### src/logic/umspi_defs.svh
// Register offsets, field positions and reset values of the SPI engine
`ifndef UMSPI_DEFS_SVH
`define UMSPI_DEFS_SVH

// Byte offsets of the register words
`define UMSPI_OFS_DATA      8'h00
`define UMSPI_OFS_STATUS    8'h04
`define UMSPI_OFS_CTRL_EN   8'h08
`define UMSPI_OFS_MODE      8'h0C
`define UMSPI_OFS_BAUD      8'h10

// Status field positions
`define UMSPI_ST_RXC        7
`define UMSPI_ST_TXC        6
`define UMSPI_ST_DRE        5

// Enable register field positions
`define UMSPI_EN_RXCIE      7
`define UMSPI_EN_TXCIE      6
`define UMSPI_EN_DREIE      5
`define UMSPI_EN_RXEN       4
`define UMSPI_EN_TXEN       3

// Mode register field positions
`define UMSPI_MD_SEL_HI     7
`define UMSPI_MD_SEL_LO     6
`define UMSPI_MD_ORDER      2
`define UMSPI_MD_CPHA       1
`define UMSPI_MD_CPOL       0

// Reset values and constant read fields
`define UMSPI_EN_RESET      8'h06
`define UMSPI_EN_RSVD       3'h6
`define UMSPI_MD_RESET      8'h06
`define UMSPI_BAUD_RESET    12'h000
`define UMSPI_MODE_SPI      2'h3
`define UMSPI_FRAME_LAST    3'h7
`define UMSPI_RX_DEPTH      2

`endif

### src/logic/umspi_pkg.sv
// Types shared by the SPI engine modules
package umspi_pkg;

    // Latched AHB address phase
    typedef struct packed {
        logic       valid;  // Transfer pending in data phase
        logic       wr;     // Write transfer
        logic [7:0] addr;   // Low byte address
    } umspi_ap_t;

    // Frame format settings
    typedef struct packed {
        logic [1:0] sel;        // Mode select field
        logic       lsb_first;  // Bit order select
        logic       cpha;       // Clock phase bit
        logic       cpol;       // Clock polarity bit
    } umspi_mode_t;

    // Shift engine states, one-hot
    typedef enum logic [2:0] {
        UMSPI_IDLE  = 3'b001,
        UMSPI_LEAD  = 3'b010,
        UMSPI_TRAIL = 3'b100
    } umspi_state_t;

endpackage

### src/logic/umspi_baud.sv
// Half-period tick generator for the transfer clock
`timescale 1ns/1ps
module umspi_baud (
    input  wire logic        core_clk,
    input  wire logic        reset,
    input  wire logic        restart,   // Realign at frame start
    input  wire logic [11:0] divisor,   // Baud divisor
    output logic             half_tick  // One pulse per half period
);
    logic [11:0] cnt_r; // Cycles into the half period

    // Tick after divisor+1 cycles: rate is clock / (2 * (divisor + 1))
    // Restart only clears the count: gating the tick with it would loop through frame start
    assign half_tick = (cnt_r >= divisor); // RULE22 RULE12

    // Counter restarts so the first half period is full length
    always_ff @(posedge core_clk or posedge reset) begin
        if (reset) begin
            cnt_r <= 12'h000;
        end else if (restart || half_tick) begin
            cnt_r <= 12'h000;
        end else begin
            cnt_r <= cnt_r + 12'h001;
        end
    end

    property p_tick_gap;
        @(posedge core_clk) disable iff (reset)
        half_tick && divisor != 12'h000 |=> !half_tick;
    endproperty
    a_tick_gap: assert property (p_tick_gap) // RULE22
        else $error("half tick came too soon");
endmodule

### src/logic/umspi_rxbuf.sv
// Receive buffer with two levels beyond the shift register
`timescale 1ns/1ps
`include "umspi_defs.svh"
module umspi_rxbuf (
    input  wire logic       core_clk,
    input  wire logic       reset,
    input  wire logic       flush,     // Receiver disabled
    input  wire logic       push,      // Frame complete
    input  wire logic [7:0] push_data, // Received frame
    input  wire logic       pop,       // Data register read
    output logic [7:0]      head,      // Oldest unread frame
    output logic            not_empty  // Unread data present
);
    logic [7:0] mem [`UMSPI_RX_DEPTH]; // Storage words
    logic       wr_ptr_r;              // Next free slot
    logic       rd_ptr_r;              // Oldest slot
    logic [1:0] count_r;               // Frames held
    logic       full;                  // No room left
    logic       do_push;               // Accepted push
    logic       do_pop;                // Accepted pop

    assign full      = (count_r == 2'h2);
    assign not_empty = (count_r != 2'h0); // RULE15
    assign head      = mem[rd_ptr_r];
    // Newest frame dropped when full, older ones kept
    assign do_push   = push && !full && !flush; // RULE8
    assign do_pop    = pop && not_empty;

    // Storage write, no reset needed on data
    always_ff @(posedge core_clk) begin
        if (do_push) begin
            mem[wr_ptr_r] <= push_data;
        end
    end

    // Pointers and occupancy; flush empties at once
    always_ff @(posedge core_clk or posedge reset) begin
        if (reset) begin
            wr_ptr_r <= 1'b0;
            rd_ptr_r <= 1'b0;
            count_r  <= 2'h0;
        end else if (flush) begin
            wr_ptr_r <= 1'b0;
            rd_ptr_r <= 1'b0;
            count_r  <= 2'h0; // RULE15
        end else begin
            if (do_push) begin
                wr_ptr_r <= ~wr_ptr_r;
            end
            if (do_pop) begin
                rd_ptr_r <= ~rd_ptr_r;
            end
            count_r <= count_r + {1'b0, do_push} - {1'b0, do_pop};
        end
    end

    property p_keep_old;
        @(posedge core_clk) disable iff (reset)
        full && push && !pop && !flush |=> full && $stable(head);
    endproperty
    a_keep_old: assert property (p_keep_old) // RULE8
        else $error("overflow disturbed the older frames");
endmodule

### src/logic/umspi_top.sv
// Master-only SPI engine with AHB-Lite register access
// Behaviour
// RULE1 - Software enables transmitter before any transfer
// RULE2 - Transmitter enable claims serial output pin
// RULE3 - Receiver enable claims serial input pin
// RULE4 - Clock always driven, shared shift and sample; here driven only while transmitter owns pins in spi mode
// RULE5 - Data register write starts full-duplex frame
// RULE6 - Buffer loads shifter only when shifter free
// RULE7 - Software reads data once per frame
// RULE8 - Overflow drops newest frame, keeps older
// RULE9 - Framing, overrun, parity flags read zero
// RULE10 - Double-buffered transmit, two-level receive
// RULE11 - No write-collision flag exists
// RULE12 - No double-speed bit; divisor sets rate
// RULE13 - Master only, no slave select pin
// RULE14 - Polarity, phase, order act like SPI master
// RULE15 - Receive-complete tracks buffer, cleared by disable
// RULE16 - Transmit-complete sets when idle, clears on ack
// RULE17 - Data-empty high when buffer free, after reset
// RULE18 - Software writes zero to status reserved bits
// RULE19 - Enable register layout, bits seven to three
// RULE20 - Interrupt requests gated by enable and global
// RULE21 - Spi mode only when select field is three
// RULE22 - Clock rate is clock over 2(divisor+1)
// RULE23 - Shift and sample on opposite clock edges
// RULE24 - Eight data bits, order selectable, shared
// RULE25 - Idle clock at polarity, output held steady
`timescale 1ns/1ps
`include "umspi_defs.svh"
module umspi_top (
    input  wire logic        core_clk,
    input  wire logic        reset,
    input  wire logic        hsel,
    input  wire logic [31:0] haddr,
    input  wire logic [1:0]  htrans,
    input  wire logic        hwrite,
    input  wire logic [2:0]  hsize,
    input  wire logic [31:0] hwdata,
    output logic [31:0]      hrdata,
    output logic             hreadyout,
    output logic             hresp,
    input  wire logic        hready,
    input  wire logic        global_irq_enable,
    input  wire logic        txc_irq_taken,
    output logic             rxc_irq_req,
    output logic             txc_irq_req,
    output logic             dre_irq_req,
    output logic             transfer_clock_pin,
    output logic             transfer_clock_oe,
    output logic             serial_out_pin,
    output logic             serial_out_oe,
    input  wire logic        serial_in_pin,
    output logic             serial_in_claim
);
    // Bus side
    umspi_pkg::umspi_ap_t    ap_r;       // Address phase in flight
    logic                    rd_done_r;  // Read data registered
    logic [31:0]             hrdata_r;   // Read data word
    logic                    ap_take;    // New address phase accepted
    logic                    wr_now;     // Write data phase completing
    // Registers
    logic [7:0]              en_r;       // Enables register
    umspi_pkg::umspi_mode_t  mode_r;     // Frame format
    logic [11:0]             baud_r;     // Baud divisor
    logic                    txc_r;      // Transmit-complete flag
    logic [7:0]              txbuf_r;    // Transmit holding register
    logic                    tx_full_r;  // Holding register occupied
    logic                    tx_on_r;    // Transmitter owns the pins
    // Shift engine
    umspi_pkg::umspi_state_t state_r;    // Engine state
    umspi_pkg::umspi_state_t state_nxt;  // Next engine state
    logic [7:0]              tx_sh_r;    // Transmit shifter
    logic [7:0]              rx_sh_r;    // Receive shifter
    logic [2:0]              bit_r;      // Bit within frame
    logic                    mosi_r;     // Serial output level
    logic                    half_tick;  // Half period elapsed
    logic                    mode_on;    // Spi mode selected
    logic                    start;      // Load shifter this cycle
    logic                    lead_edge;  // Leading clock edge now
    logic                    trail_edge; // Trailing clock edge now
    logic                    frame_done; // Last trailing edge
    logic                    drive;      // Put next bit out
    logic                    sample;     // Take input bit
    logic [7:0]              rx_shifted; // Shifter with new bit
    logic [7:0]              rx_head;    // Oldest received frame
    logic                    rxc;        // Unread data present
    logic                    rx_pop;     // Data register read
    logic [3:0]              sck_edges_r; // Clock edges this frame

    // Output bit picked by bit order
    function automatic logic out_bit(input logic [7:0] sh, input logic lsb);
        out_bit = lsb ? sh[0] : sh[7];
    endfunction

    // Shift toward the exit end by bit order
    function automatic logic [7:0] shift8(input logic [7:0] sh, input logic lsb,
                                          input logic din);
        shift8 = lsb ? {din, sh[7:1]} : {sh[6:0], din};
    endfunction

    assign mode_on = (mode_r.sel == `UMSPI_MODE_SPI); // RULE21

    // AHB-Lite slave: writes zero wait, reads one wait state
    assign ap_take   = hsel && htrans[1] && hready;
    assign hreadyout = !(ap_r.valid && !ap_r.wr && !rd_done_r);
    assign hresp     = 1'b0;
    assign hrdata    = hrdata_r;
    assign wr_now    = ap_r.valid && ap_r.wr;

    // Address phase capture
    always_ff @(posedge core_clk or posedge reset) begin
        if (reset) begin
            ap_r <= '0;
        end else if (hready) begin
            ap_r.valid <= ap_take;
            ap_r.wr    <= hwrite;
            ap_r.addr  <= haddr[7:0];
        end
    end

    // Read mux into the data flop; data read pops the receive buffer
    always_ff @(posedge core_clk or posedge reset) begin
        if (reset) begin
            hrdata_r  <= 32'h0000_0000;
            rd_done_r <= 1'b0;
        end else if (ap_r.valid && !ap_r.wr && !rd_done_r) begin
            rd_done_r <= 1'b1;
            unique case (ap_r.addr)
                `UMSPI_OFS_DATA:    hrdata_r <= {24'h00_0000, rx_head};
                // Error flags are absent and read as zero
                `UMSPI_OFS_STATUS:  hrdata_r <= {24'h00_0000, rxc, txc_r,
                                                 !tx_full_r, 5'h00}; // RULE9
                `UMSPI_OFS_CTRL_EN: hrdata_r <= {24'h00_0000, en_r[7:3],
                                                 `UMSPI_EN_RSVD}; // RULE19
                `UMSPI_OFS_MODE:    hrdata_r <= {24'h00_0000, mode_r.sel, 3'h0,
                                                 mode_r.lsb_first, mode_r.cpha,
                                                 mode_r.cpol};
                `UMSPI_OFS_BAUD:    hrdata_r <= {20'h0_0000, baud_r};
                default:            hrdata_r <= 32'h0000_0000;
            endcase
        end else begin
            rd_done_r <= 1'b0;
        end
    end

    // Pop only once, in the first data-phase cycle
    assign rx_pop = ap_r.valid && !ap_r.wr && !rd_done_r
                    && (ap_r.addr == `UMSPI_OFS_DATA); // RULE7

    // Control registers; reserved bits are not stored
    always_ff @(posedge core_clk or posedge reset) begin
        if (reset) begin
            en_r   <= `UMSPI_EN_RESET & 8'hF8;
            mode_r <= '{sel: 2'h0, lsb_first: 1'b1, cpha: 1'b1, cpol: 1'b0};
            baud_r <= `UMSPI_BAUD_RESET;
        end else if (wr_now) begin
            unique case (ap_r.addr)
                `UMSPI_OFS_CTRL_EN: en_r <= {hwdata[7:3], 3'h0}; // RULE19
                `UMSPI_OFS_MODE:    mode_r <= '{sel: hwdata[7:6],
                                                lsb_first: hwdata[2],
                                                cpha: hwdata[1],
                                                cpol: hwdata[0]}; // RULE14
                `UMSPI_OFS_BAUD:    baud_r <= hwdata[11:0]; // RULE12
                default:            ;
            endcase
        end
    end

    // Holding register: a write queues a byte, a load frees it
    always_ff @(posedge core_clk or posedge reset) begin
        if (reset) begin
            txbuf_r   <= 8'h00;
            tx_full_r <= 1'b0;
        end else if (wr_now && ap_r.addr == `UMSPI_OFS_DATA && !tx_full_r) begin
            // Write while full is ignored, no collision flag
            txbuf_r   <= hwdata[7:0]; // RULE5 RULE11
            tx_full_r <= 1'b1; // RULE10
        end else if (start) begin
            tx_full_r <= 1'b0; // RULE6
        end
    end

    // Transmitter stays on until pending frames drain after disable
    always_ff @(posedge core_clk or posedge reset) begin
        if (reset) begin
            tx_on_r <= 1'b0;
        end else begin
            tx_on_r <= en_r[`UMSPI_EN_TXEN] || (tx_on_r && (tx_full_r
                       || state_r != umspi_pkg::UMSPI_IDLE)); // RULE1
        end
    end

    // Transmit-complete: hardware set wins over the clears
    always_ff @(posedge core_clk or posedge reset) begin
        if (reset) begin
            txc_r <= 1'b0;
        end else if (frame_done && !tx_full_r) begin
            txc_r <= 1'b1; // RULE16
        end else if (txc_irq_taken || (wr_now && ap_r.addr == `UMSPI_OFS_STATUS
                                       && hwdata[`UMSPI_ST_TXC])) begin
            txc_r <= 1'b0; // RULE16
        end
    end

    umspi_baud u_baud (
        .core_clk  (core_clk),
        .reset     (reset),
        .restart   (start),
        .divisor   (baud_r),
        .half_tick (half_tick)
    );

    // Frame start needs an owning transmitter; receiver alone never clocks
    assign start      = (state_r == umspi_pkg::UMSPI_IDLE || frame_done)
                        && tx_full_r && tx_on_r && mode_on; // RULE1 RULE5
    assign lead_edge  = (state_r == umspi_pkg::UMSPI_LEAD) && half_tick;
    assign trail_edge = (state_r == umspi_pkg::UMSPI_TRAIL) && half_tick;
    assign frame_done = trail_edge && (bit_r == `UMSPI_FRAME_LAST); // RULE24
    // Phase 0 samples leading, phase 1 samples trailing
    assign sample     = mode_r.cpha ? trail_edge : lead_edge; // RULE23
    assign drive      = mode_r.cpha ? lead_edge
                        : (trail_edge && bit_r != `UMSPI_FRAME_LAST); // RULE23
    assign rx_shifted = shift8(rx_sh_r, mode_r.lsb_first, serial_in_pin); // RULE24

    // Engine state sequence: wait lead edge, wait trail edge
    always_comb begin
        state_nxt = state_r;
        unique case (state_r)
            umspi_pkg::UMSPI_IDLE:  if (start) state_nxt = umspi_pkg::UMSPI_LEAD;
            umspi_pkg::UMSPI_LEAD:  if (lead_edge) state_nxt = umspi_pkg::UMSPI_TRAIL;
            umspi_pkg::UMSPI_TRAIL: begin
                if (start) begin
                    state_nxt = umspi_pkg::UMSPI_LEAD; // RULE6
                end else if (frame_done) begin
                    state_nxt = umspi_pkg::UMSPI_IDLE;
                end else if (trail_edge) begin
                    state_nxt = umspi_pkg::UMSPI_LEAD;
                end
            end
            default: state_nxt = umspi_pkg::UMSPI_IDLE;
        endcase
    end

    // State register; leaving spi mode aborts the frame
    always_ff @(posedge core_clk or posedge reset) begin
        if (reset) begin
            state_r <= umspi_pkg::UMSPI_IDLE;
        end else if (!mode_on) begin
            state_r <= umspi_pkg::UMSPI_IDLE; // RULE21
        end else begin
            state_r <= state_nxt;
        end
    end

    // Bit counter advances on trailing edges
    always_ff @(posedge core_clk or posedge reset) begin
        if (reset) begin
            bit_r <= 3'h0;
        end else if (start) begin
            bit_r <= 3'h0;
        end else if (trail_edge) begin
            bit_r <= bit_r + 3'h1; // RULE24
        end
    end

    // Transmit shifter; output moves on a drive or a phase 0 start, steady between frames
    always_ff @(posedge core_clk or posedge reset) begin
        if (reset) begin
            tx_sh_r <= 8'h00;
            mosi_r  <= 1'b1;
        end else if (start && !mode_r.cpha) begin
            // Phase 0 presents the first bit before the leading edge
            mosi_r  <= out_bit(txbuf_r, mode_r.lsb_first); // RULE23
            tx_sh_r <= shift8(txbuf_r, mode_r.lsb_first, 1'b0);
        end else if (start) begin
            tx_sh_r <= txbuf_r; // RULE6
        end else if (drive) begin
            mosi_r  <= out_bit(tx_sh_r, mode_r.lsb_first); // RULE2
            tx_sh_r <= shift8(tx_sh_r, mode_r.lsb_first, 1'b0);
        end
    end

    // Receive shifter shares the transfer clock
    always_ff @(posedge core_clk or posedge reset) begin
        if (reset) begin
            rx_sh_r <= 8'h00;
        end else if (sample) begin
            rx_sh_r <= rx_shifted; // RULE4
        end
    end

    umspi_rxbuf u_rxbuf (
        .core_clk  (core_clk),
        .reset     (reset),
        .flush     (!en_r[`UMSPI_EN_RXEN]),
        .push      (frame_done && en_r[`UMSPI_EN_RXEN]),
        .push_data (mode_r.cpha ? rx_shifted : rx_sh_r),
        .pop       (rx_pop),
        .head      (rx_head),
        .not_empty (rxc)
    );

    // Pins: clock idles at polarity, no slave select exists
    assign transfer_clock_pin = mode_r.cpol
                                ^ (state_r == umspi_pkg::UMSPI_TRAIL); // RULE25 RULE14
    assign transfer_clock_oe  = tx_on_r && mode_on; // RULE4 RULE13
    assign serial_out_pin     = mosi_r;
    assign serial_out_oe      = tx_on_r && mode_on; // RULE2
    assign serial_in_claim    = en_r[`UMSPI_EN_RXEN] && mode_on; // RULE3

    // Interrupt requests; the global enable lives outside the block
    assign rxc_irq_req = en_r[`UMSPI_EN_RXCIE] && global_irq_enable && rxc; // RULE20
    assign txc_irq_req = en_r[`UMSPI_EN_TXCIE] && global_irq_enable && txc_r;
    assign dre_irq_req = en_r[`UMSPI_EN_DREIE] && global_irq_enable
                         && !tx_full_r; // RULE17

    // Helper for checks: clock transitions seen in the frame
    always_ff @(posedge core_clk or posedge reset) begin
        if (reset) begin
            sck_edges_r <= 4'h0;
        end else if (start) begin
            sck_edges_r <= 4'h0;
        end else if (half_tick && state_r != umspi_pkg::UMSPI_IDLE) begin
            sck_edges_r <= sck_edges_r + 4'h1;
        end
    end

    property p_sck_idle;
        @(posedge core_clk) disable iff (reset)
        state_r == umspi_pkg::UMSPI_IDLE |-> transfer_clock_pin == mode_r.cpol;
    endproperty
    a_sck_idle: assert property (p_sck_idle) // RULE25
        else $error("clock not at idle level between frames");

    property p_frame_edges;
        @(posedge core_clk) disable iff (reset)
        frame_done |-> sck_edges_r == 4'hF;
    endproperty
    a_frame_edges: assert property (p_frame_edges) // RULE24
        else $error("frame did not span sixteen clock edges");

    property p_load;
        @(posedge core_clk) disable iff (reset)
        start && !wr_now |=> state_r == umspi_pkg::UMSPI_LEAD && !tx_full_r;
    endproperty
    a_load: assert property (p_load) // RULE6
        else $error("holding register not moved to shifter");

    property p_no_tx_no_clock;
        @(posedge core_clk) disable iff (reset)
        !tx_on_r && state_r == umspi_pkg::UMSPI_IDLE |=> state_r == umspi_pkg::UMSPI_IDLE;
    endproperty
    a_no_tx_no_clock: assert property (p_no_tx_no_clock) // RULE1
        else $error("frame started without transmitter");

    property p_txc_set;
        @(posedge core_clk) disable iff (reset)
        frame_done && !tx_full_r |=> txc_r;
    endproperty
    a_txc_set: assert property (p_txc_set) // RULE16
        else $error("transmit complete not set after last frame");

    property p_status_zero;
        @(posedge core_clk) disable iff (reset)
        rd_done_r && ap_r.addr == `UMSPI_OFS_STATUS |-> hrdata[4:0] == 5'h00;
    endproperty
    a_status_zero: assert property (p_status_zero) // RULE9
        else $error("error flags not zero");

    property p_flush;
        @(posedge core_clk) disable iff (reset)
        !en_r[`UMSPI_EN_RXEN] |=> !rxc;
    endproperty
    a_flush: assert property (p_flush) // RULE15
        else $error("receive buffer kept data while disabled");

    property p_rx_irq;
        @(posedge core_clk) disable iff (reset)
        frame_done && en_r[`UMSPI_EN_RXEN] && en_r[`UMSPI_EN_RXCIE]
        && global_irq_enable |=> rxc_irq_req;
    endproperty
    a_rx_irq: assert property (p_rx_irq) // RULE20
        else $error("receive interrupt request missing");
endmodule

### config.mk
export PLATFORM = sky130hd
export DESIGN_NAME = umspi_top
export DESIGN_NICKNAME = d
export VERILOG_FILES = /design/src/logic/umspi_pkg.sv /design/src/logic/umspi_baud.sv /design/src/logic/umspi_rxbuf.sv /design/src/logic/umspi_top.sv
export VERILOG_INCLUDE_DIRS = /design/src /design/src/logic
export SDC_FILE = /design/constraint.sdc
export NUM_CORES = 1
export LEC_CHECK = 0
export ABC_AREA = 1
export BUFFER_PORTS_ARGS = -buffer_cell sky130_fd_sc_hd__buf_2
export CORE_MARGIN = 2
export CORE_UTILIZATION = 60
export DETAILED_ROUTE_END_ITERATION = 16
export PLACE_DENSITY_LB_ADDON = 0.2
export SYNTH_ARGS = -nofsm -noshare
export SYNTH_HDL_FRONTEND = slang
export SYNTH_SLANG_ARGS = --single-unit
export TNS_END_PERCENT = 10
### constraint.sdc
create_clock -name core_clk -period 5.9 [get_ports core_clk]
set_input_delay 0.295 -clock core_clk [delete_from_list [all_inputs] [get_ports core_clk]]
set_output_delay 0.295 -clock core_clk [all_outputs]
set_load 0.03 [all_outputs]
==> results of run 1 <==
final timing paths:
path                             startpoint            endpoint  slack [ns]  cells past startpoint
setup / recovery           u_baud.cnt_r[11]   u_rxbuf.mem[0][7]        3.22                     11
hold / removal                     haddr[4]             ap_r[4]        0.13                      3
setup reg to reg           u_baud.cnt_r[11]   u_rxbuf.mem[0][7]        3.22                     11
hold reg to reg                  hrdata[11]          hrdata[11]        0.49                      2
max in group asynchronous             reset  u_rxbuf.count_r[1]        4.25                      4
min in group asynchronous             reset          tx_sh_r[5]        0.44                      3
layout by cell type (no fill, tap or decap), types with 3 or more instances in the layout:
master and count:
o21ai_1 12, clkbuf_8 9, nor2_1 71, nor3_1 10, o21ai_0 83, dfstp_2 4, o211ai_1 7, ha_1 17
inv_1 94, edfxtp_1 16, mux2_2 5, nand2_1 161, o22ai_1 3, xor2_1 6, dfrtp_1 91, xnor2_1 3
o31ai_1 4, conb_1 21, inv_2 3, nand3_1 18, buf_2 49, o21ai_2 5, nor2_2 3, a21oi_1 21
cells by family (layout without fill, tap and decap cells):
family                     Yosys count  after routing
and+or+nand+nor                    280            280
buffers and inverters              142            165
AOI/OAI and AO/OA                  138            138
DFF                                111            111
adders and majority gates           17             17
xor gates and xnor gates             9              9
muxes                                5              5
other                                1             21
sequential cells by signal (all words and copies together) (netlist names):
name              flops
u_rxbuf.count_r       2
txbuf_r               8
en_r                  5
ap_r                 10
rx_sh_r               8
bit_r                 3
tx_full_r             1
tx_sh_r               8
tx_on_r               1
mode_r                5
txc_r                 1
state_r               3
hrdata               12
u_rxbuf.mem          16
serial_out_pin        1
u_baud.cnt_r         12
u_rxbuf.wr_ptr_r      1
baud_r               12
u_rxbuf.rd_ptr_r      1
rd_done_r             1
power groups by stage:
| stage | registers, mW | logic, mW | clock network (mW) |
|---|---|---|---|
| after detailed placement | 0.971 | 0.450 | 0 |
| after global placement | 0.968 | 0.428 | 0 |
| after floorplan | 0.952 | 0.377 | 0 |
| after CTS | 0.957 | 0.452 | 0.415 |
| final | 0.957 | 0.450 | 0.402 |
| after global routing | 0.973 | 0.521 | 0.442 |
routing by layer:
metal  global-route usage, %  vias to the layer above  wire, um
met5                       0                        -         0
met4                    7.38                        0       214
met3                    4.95                       18       698
met2                    40.4                      134      5520
met1                    32.8                     2136      5380
li1                        -                     2280         -
cell usage after synthesis, drive strengths merged (4+ instances only):
cell and count:
dfstp 4, ha 17, a21oi 21, o31ai 4, buf 32, nand2 165
nor2 74, mux2 5, clkbuf 12, nand3 20, xor2 6, edfxtp 16
inv 98, o21ai 101, nor3 10, dfrtp 91, o211ai 7
final cells by class:
| class | count | area, um^2 |
|---|---|---|
| clock buffers | 10 | 128 |
| clock inverters | 6 | 37.5 |
| fillers | 781 | 3110 |
| inverters | 98 | 369 |
| multi-input cells | 470 | 2400 |
| flip-flops and latches | 111 | 2860 |
| well taps | 129 | 161 |
| repair buffers | 51 | 263 |
worst max-delay path: stages, from the launching register on:
cell and delay (ns):
dfrtp_1 0.42, ha_1 0.30, nand2_1 0.08, nor2_2 0.13, nand2_1 0.09, nor2_2 0.10
nand2_2 0.09, nand2_4 0.13, nand3_4 0.12, nor3_1 0.22, inv_1 0.12, nor2_1 0.52
==> flow_summary.toml, run 1 <==
[place]
place_area_um2 = 6040
routabilityCongestion = 0.877
dp_cells = 858
pre_cts_ws_ns = 3.20
hpwl_um = 8620
io_buffers = 49

[clock_network]
ctsResizeCount = 0
clock_sinks = 111
cts_tree = "built"
cts_buffer_depth = 2
htree_levels = 3
path_clk_slew_ns = 0.10
cts_root_buf = "clkbuf_8"
numCtsBuffers = 9
cts_hold_buf = 1
clock_latency_ns = 0.38
postCtsSetupBuffers = 0

[cells_and_area]
antenna_cells = 0
final_core_util_pct = 66.7
fin_nets = 835
layoutNonFillerInstCount = 875
drive_above_1_share_pct = 13.1
syn_to_final_growth_pct = 6.61
finalInstanceArea_um2 = 6220

[global_route]
grt_pass1_wl_um = 20000
grt_max_degree = 73
overflow = 0
grt_pass1_vias = 4252
antenna_found_initial = 0
grt_use_total_pct = 24.4

[setup_path]
critPathArrivalTime_ns = 2.69
crit_path_end_kind = "flop"
crit_fanout = 8
required_ns = 5.91
crit_type = "flop to flop"
critPathLaunchType = "flop"

[timing]
period_minus_slack_ns = 2.68
whs_ns = 0.125
max_slew_margin_pct = 40.9
finalSetupViolCount = 0
fin_crit_sh_pct = 45.4
fin_ws_ns = 3.22
fmax_ghz = 0.373
finalHoldViolCount = 0
rsz0062_at_grt = "no"
fin_skew_ns = 0.0125
timing.setup.tns_ns = 0
worstMarginPinSlew_ns = 0.886
drv_slew = 0

[pwr]
power.leakage_nw = 3.33
ir_worst_vdd_uv = 222
finalPower_mw = 1.81
combPwrFrac_pct = 24.9
power_frac_seq_pct = 52.9
p_clk_share_pct = 22.2
power_per_cell_area_nw_per_um2 = 291
p_sw_mw = 0.623
internal_power_mw = 1.19
sw_frac_of_total_pct = 34.4

[drt]
ant_nets = 0
drt-wirelength-per-cell_um = 13.5
drc = 0
dr.pass1.iters = 5
vias_per_cell = 5.22
drt_wl_total_um = 11800
drt_iter0_markers = 253
dr_total_vias = 4568

[synthesis]
synth-edff-count = 16
synth_top_family_by_area = "simple AND/OR/NAND/NOR gates"
synth_area_leaders = "dfrtp_1, nand2_1, edfxtp_1"
synth_seq_cells = 111
synth-main-ff-cell = "dfrtp_1"
netlist-cell-type-count = 41
syn_avg_cell_area_um2 = 8.30
synthArstFlopShare_pct = 85.6
synthAdderAreaFrac_pct = 3.65
yosys.area_share.xor_xnor_pct = 1.35
synth.cell_area_um2 = 5830
seq_area_frac_synth_pct = 49.1
muxShareOfSynthArea_pct = 0.965
yosys_warnings = 0
synth_top_cell_by_area = "dfrtp_1"
synth_compound_area_share_pct = 13.0
syn-instance-count = 703
yosys.area.top_type_share_pct = 39.0
yosys.area_share.simple_pct = 20.8

[status]
run_status = "complete, no violations"

[floorplanning]
design.die.area_um2 = 10500
ioPinCount = 119
initial_core_util_pct = 62.5
die_h_um = 103
num_rows = 35
die_width_um = 103
core-area_um2 = 9330

[hold_path]
hold_class = "primary input to flop"

[flow_run]
cap_violations = 0
No activity file was read; power rests on OpenSTA's default activity.
==> run 2: changes to the inputs <==
- CORE_UTILIZATION: 60 -> 55
- clock period: 5.9 -> 2.48 ns (I/O delays scaled with it)
==> run 2 against run 1 <==
Against the previous run:
- critical path depth rose by 2
- die area is 8.7% higher
- largest power group unchanged
- largest cell class unchanged
- utilization down 3.9 points
- power is 150% higher
- sequential cell count unchanged
==> flow_summary.toml, run 2 (same netlist as run 1, synthesis figures left out) <==
[place]
place_area_um2 = 6160
routabilityCongestion = 0.889
dp_cells = 876
hpwl_um = 8940
io_buffers = 49

[drt]
ant_nets = 0
dr_total_vias = 4632
drc = 0
dr.pass1.iters = 4
drt_wl_total_um = 12300
drt-wirelength-per-cell_um = 13.6
vias_per_cell = 5.13
drt_iter0_markers = 351

[cells_and_area]
layout_commonest_cell = "nand2_1"
antenna_cells = 0
layout_common_cells = "nand2_1, inv_1, dfrtp_1, o21ai_0, nor2_1"
drive_above_1_share_pct = 14.6
top_register = "u_rxbuf.mem"
layoutNonFillerInstCount = 903
finalInstanceArea_um2 = 6480
largest_reg_flops = 16
fin_nets = 856
syn_to_final_growth_pct = 11.1

[setup_path]
crit_path_max_incr_delay_ns = 0.41
cpMaxStageDelayCell = "dfrtp_1"
critPathLaunchType = "flop"
required_ns = 2.80
reg2reg_slack_ns = 0.11
crit_fanout = 14
crit_path_end_kind = "flop"
crit_type = "flop to flop"
crit_chain = "ha_1, nand2_1, nor2_2, nand2_1, nor2_1, nor2_2, nand2_4, nand3_4, nand2_4, nand3_4, nand2_1, nor2_1, nor2_1"
critPathArrivalTime_ns = 2.68

[flow_run]
cap_violations = 0

[status]
run_status = "complete, no violations"

[timing]
whs_ns = 0.0180
rsz0062_at_grt = "yes"
worstMarginPinSlew_ns = 0.777
fmax_ghz = 0.422
drv_slew = 0
finalSetupViolCount = 0
max_slew_margin_pct = 48.1
fin_skew_ns = 0.0116
finalHoldViolCount = 0
period_minus_slack_ns = 2.37
fin_crit_sh_pct = 95.4

[pwr]
ir_worst_vdd_uv = 480
finalPower_mw = 4.48
power_per_cell_area_nw_per_um2 = 691
power.leakage_nw = 3.45

[global_route]
overflow = 0
grt_use_total_pct = 22.8
antenna_found_initial = 0
grt_max_degree = 35
grt_pass1_wl_um = 20400
grt_pass1_vias = 4421

[floorplanning]
num_rows = 37
design.die.area_um2 = 11400
initial_core_util_pct = 56.5
die_h_um = 107
ioPinCount = 119
core-area_um2 = 10300
die_width_um = 107

[clock_network]
htree_levels = 3
numCtsBuffers = 9
cts_tree = "built"
clock_latency_ns = 0.38
cts_root_buf = "clkbuf_8"
clock_sinks = 111
cts_buffer_depth = 2
path_clk_slew_ns = 0.10

[hold_path]
hold_class = "primary input to flop"
## run 2: cell count changes in the layout (fill, tap and decap cells not counted), sizes merged
cell / previous run / this run
buf: 50 / 61
dlygate4sd3: 1 / 11
clkinv: 6 / 1
clkbuf: 10 / 14
clkinvlp: 1 / 2
## run 2: layer usage
metal  vias to the layer above  GRT usage [%]  share of wire (%)
met1                      2155           31.3                 48
met3                        24           3.34                4.3
met2                       135           36.4                 45
li1                       2318              -                  -
met5                         -              0                  0
met4                         0           9.55                2.6
## run 2: power breakdown
part           internal (mW)  switching [mW]
combinational          0.408           0.723
sequential              2.08           0.188
clock                  0.482           0.591
## run 2: area by class of cell
cell class | count | area, um^2
fillers | 872 | 3840
flip-flops and latches | 111 | 2860
multi-input cells | 470 | 2410
repair buffers | 72 | 470
inverters | 98 | 372
clock buffers | 14 | 184
well taps | 136 | 170
clock inverters | 2 | 12.5
## run 2: metrics by stage
| step | utilization [%] | setup slack (ns) | TNS, ns |
|---|---|---|---|
| 2_1_floorplan | - | 0.186 | 0 |
| 3_3_place_gp | 59.7 | 0.181 | 0 |
| 3_5_place_dp | 59.7 | 0.138 | 0 |
| 4_1_cts | 62.7 | 0.115 | 0 |
| 5_1_grt | 62.8 | -0.0797 | -0.424 |
| 6_report | 62.8 | 0.113 | 0 |
## run 2: worst paths after layout
path,startpoint,endpoint,cells past startpoint
setup reg to reg,u_baud.cnt_r[11],tx_sh_r[7],13
min in group asynchronous,reset,ap_r[5],3
setup / recovery,u_baud.cnt_r[11],tx_sh_r[7],13
hold reg to reg,u_baud.cnt_r[0],u_baud.cnt_r[0],1
max in group asynchronous,reset,state_r[0],4
hold / removal,hwdata[10],baud_r[10],3
## run 2: what timing repair did
action / 4_1_cts / 5_1_grt
resized for setup: 0 / 2
endpoints found under the hold margin: 42 / 0
hold buffers: 11 / 0
setup buffers: 0 / 0
setup endpoints to repair: 0 / 26
## run 2: worst max-delay path: cells and delay by family (launching register included)
kind | cells | cell delay, ns
fa+ha+maj | 1 | 0.30
flops | 1 | 0.41
simple gates | 12 | 1.57
==> run 3: changes to the inputs <==
- BUFFER_PORTS_ARGS: -buffer_cell sky130_fd_sc_hd__buf_2 -> unset
- CORE_UTILIZATION: 55 -> 64
- DONT_BUFFER_PORTS: unset -> 1
- MAX_ROUTING_LAYER: unset -> met4
==> run 3 against run 2 <==
Against the previous run:
- combinational power decreased by 6%
- count of clock-buffer cells in the layout unchanged
- global-route usage increased by 4.2 points
- highest routed layer unchanged
- non-clock buffer count decreased by 36
- largest power group unchanged
- maximum frequency increased by 1.9%
- hold slack improved by 0.0055 ns
- via count decreased by 1.5%
==> flow_summary.toml, run 3 (same netlist as run 1, synthesis figures left out) <==
[timing]
fin_ws_ns = 0.157
fin_crit_sh_pct = 93.7
max_slew_margin_pct = 46.9
drv_slew = 0
whs_ns = 0.0235
fmax_ghz = 0.430
rsz0062_at_grt = "yes"
worstMarginPinSlew_ns = 0.796
timing.setup.tns_ns = 0
fin_skew_ns = 0.00772
finalHoldViolCount = 0
period_minus_slack_ns = 2.32
finalSetupViolCount = 0

[setup_path]
r2r-start = "baud_r[11]"
crit_fanout = 16
critPathArrivalTime_ns = 2.61
reg2reg_slack_ns = 0.16
crit_path_end_kind = "flop"
r2r-end = "u_baud.cnt_r[3]"
r2r_cells = 14
crit_type = "flop to flop"
required_ns = 2.77
critPathLaunchType = "flop"

[cells_and_area]
syn_to_final_growth_pct = 8.41
layoutNonFillerInstCount = 839
largest_reg_flops = 16
drive_above_1_share_pct = 8.62
antenna_cells = 0
n_fill_cell = 637
fin_nets = 820
final_core_util_pct = 72.2
finalInstanceArea_um2 = 6320
layout_commonest_cell = "nand2_1"
top_register = "u_rxbuf.mem"
layout_common_cells = "nand2_1, inv_1, dfrtp_1, o21ai_0, nor2_1"

[clock_network]
cts_buffer_depth = 2
clock_latency_ns = 0.37
numCtsBuffers = 9
htree_levels = 3
clock_sinks = 111
path_clk_slew_ns = 0.10
cts_root_buf = "clkbuf_8"
cts_tree = "built"

[place]
dp_cells = 800
place_area_um2 = 5880
pre_cts_ws_ns = 0.150
routabilityCongestion = 0.872
hpwl_um = 8690
io_buffers = 0

[hold_path]
hold_class = "primary input to flop"
worstHoldStart = "serial_in_pin"
worstHoldEndpoint = "rx_sh_r[0]"
min_path_cells = 4

[floorplanning]
num_rows = 34
die_h_um = 99.5
design.die.area_um2 = 9890
ioPinCount = 119
die_width_um = 99.5
initial_core_util_pct = 66.6
core-area_um2 = 8760

[drt]
drt-wirelength-per-cell_um = 14.5
dr_total_vias = 4564
drt_iter0_markers = 161
vias_per_cell = 5.44
dr.pass1.iters = 5
drc = 0
drt_wl_total_um = 12200
ant_nets = 0

[global_route]
grt_pass1_wl_um = 20400
grt_use_total_pct = 26.9
overflow = 0
grt_pass1_vias = 4347
antenna_found_initial = 0
grt_max_degree = 79

[pwr]
finalPower_mw = 4.48
power.leakage_nw = 3.29
ir_worst_vdd_uv = 391
power_per_cell_area_nw_per_um2 = 709

[status]
run_status = "complete, no violations"

[flow_run]
cap_violations = 0
-- run 3: layout make-up --
cell class	instances	area [um^2]	share of cell area, %
sequential	111	2860	45.3
multi-input combinational	470	2400	38.0
clock inverter	2	37.5	0.594
clock buffer	14	168	2.65
tap	108	135	2.14
timing repair buffer	36	344	5.44
inverter	98	372	5.88
-- run 3: where the power goes --
group	switching, mW	leakage (nW)	internal [mW]
clock	0.580	0.0995	0.542
sequential	0.211	1.26	2.08
combinational	0.678	1.93	0.386
-- run 3: worst max-delay path, cell delays in order, from the launching register on --
cell,delay (ns)
dfrtp_1,0.37
inv_1,0.10
ha_1,0.25
nand2_1,0.11
inv_1,0.05
nand2_1,0.07
nand3_1,0.10
nor2_2,0.18
nand2_4,0.11
nand3_4,0.12
nand2_4,0.09
nand3_4,0.19
nand3_1,0.11
buf_4,0.20
nor3b_1,0.19
-- run 3: worst max path at each step --
stage                          start  cells past startpoint           endpoint
floorplan           u_baud.cnt_r[11]                     11  u_rxbuf.mem[1][0]
global placement    u_baud.cnt_r[11]                     12  u_rxbuf.mem[0][7]
detailed placement  u_baud.cnt_r[11]                     12  u_rxbuf.mem[1][7]
CTS                 u_baud.cnt_r[11]                     12  u_rxbuf.mem[0][3]
finish                    baud_r[11]                     14    u_baud.cnt_r[3]
global route               baud_r[7]                     14    u_baud.cnt_r[3]
-- run 3: timing repair --
item | 4_1_cts | 5_1_grt
hold endpoints to repair | 46 | 0
gates resized for setup | 0 | 3
setup endpoints to repair | 0 | 26
setup buffers | 0 | 0
hold buffers | 23 | 0
-- run 3: metal layers --
layer / track usage [%] / wire [um] / vias up
li1: - / - / 2255
met1: 34.0 / 5260 / 2140
met2: 44.1 / 5910 / 152
met3: 6.18 / 749 / 17
met4: 7.48 / 227 / 0
met5: - / 0 / -
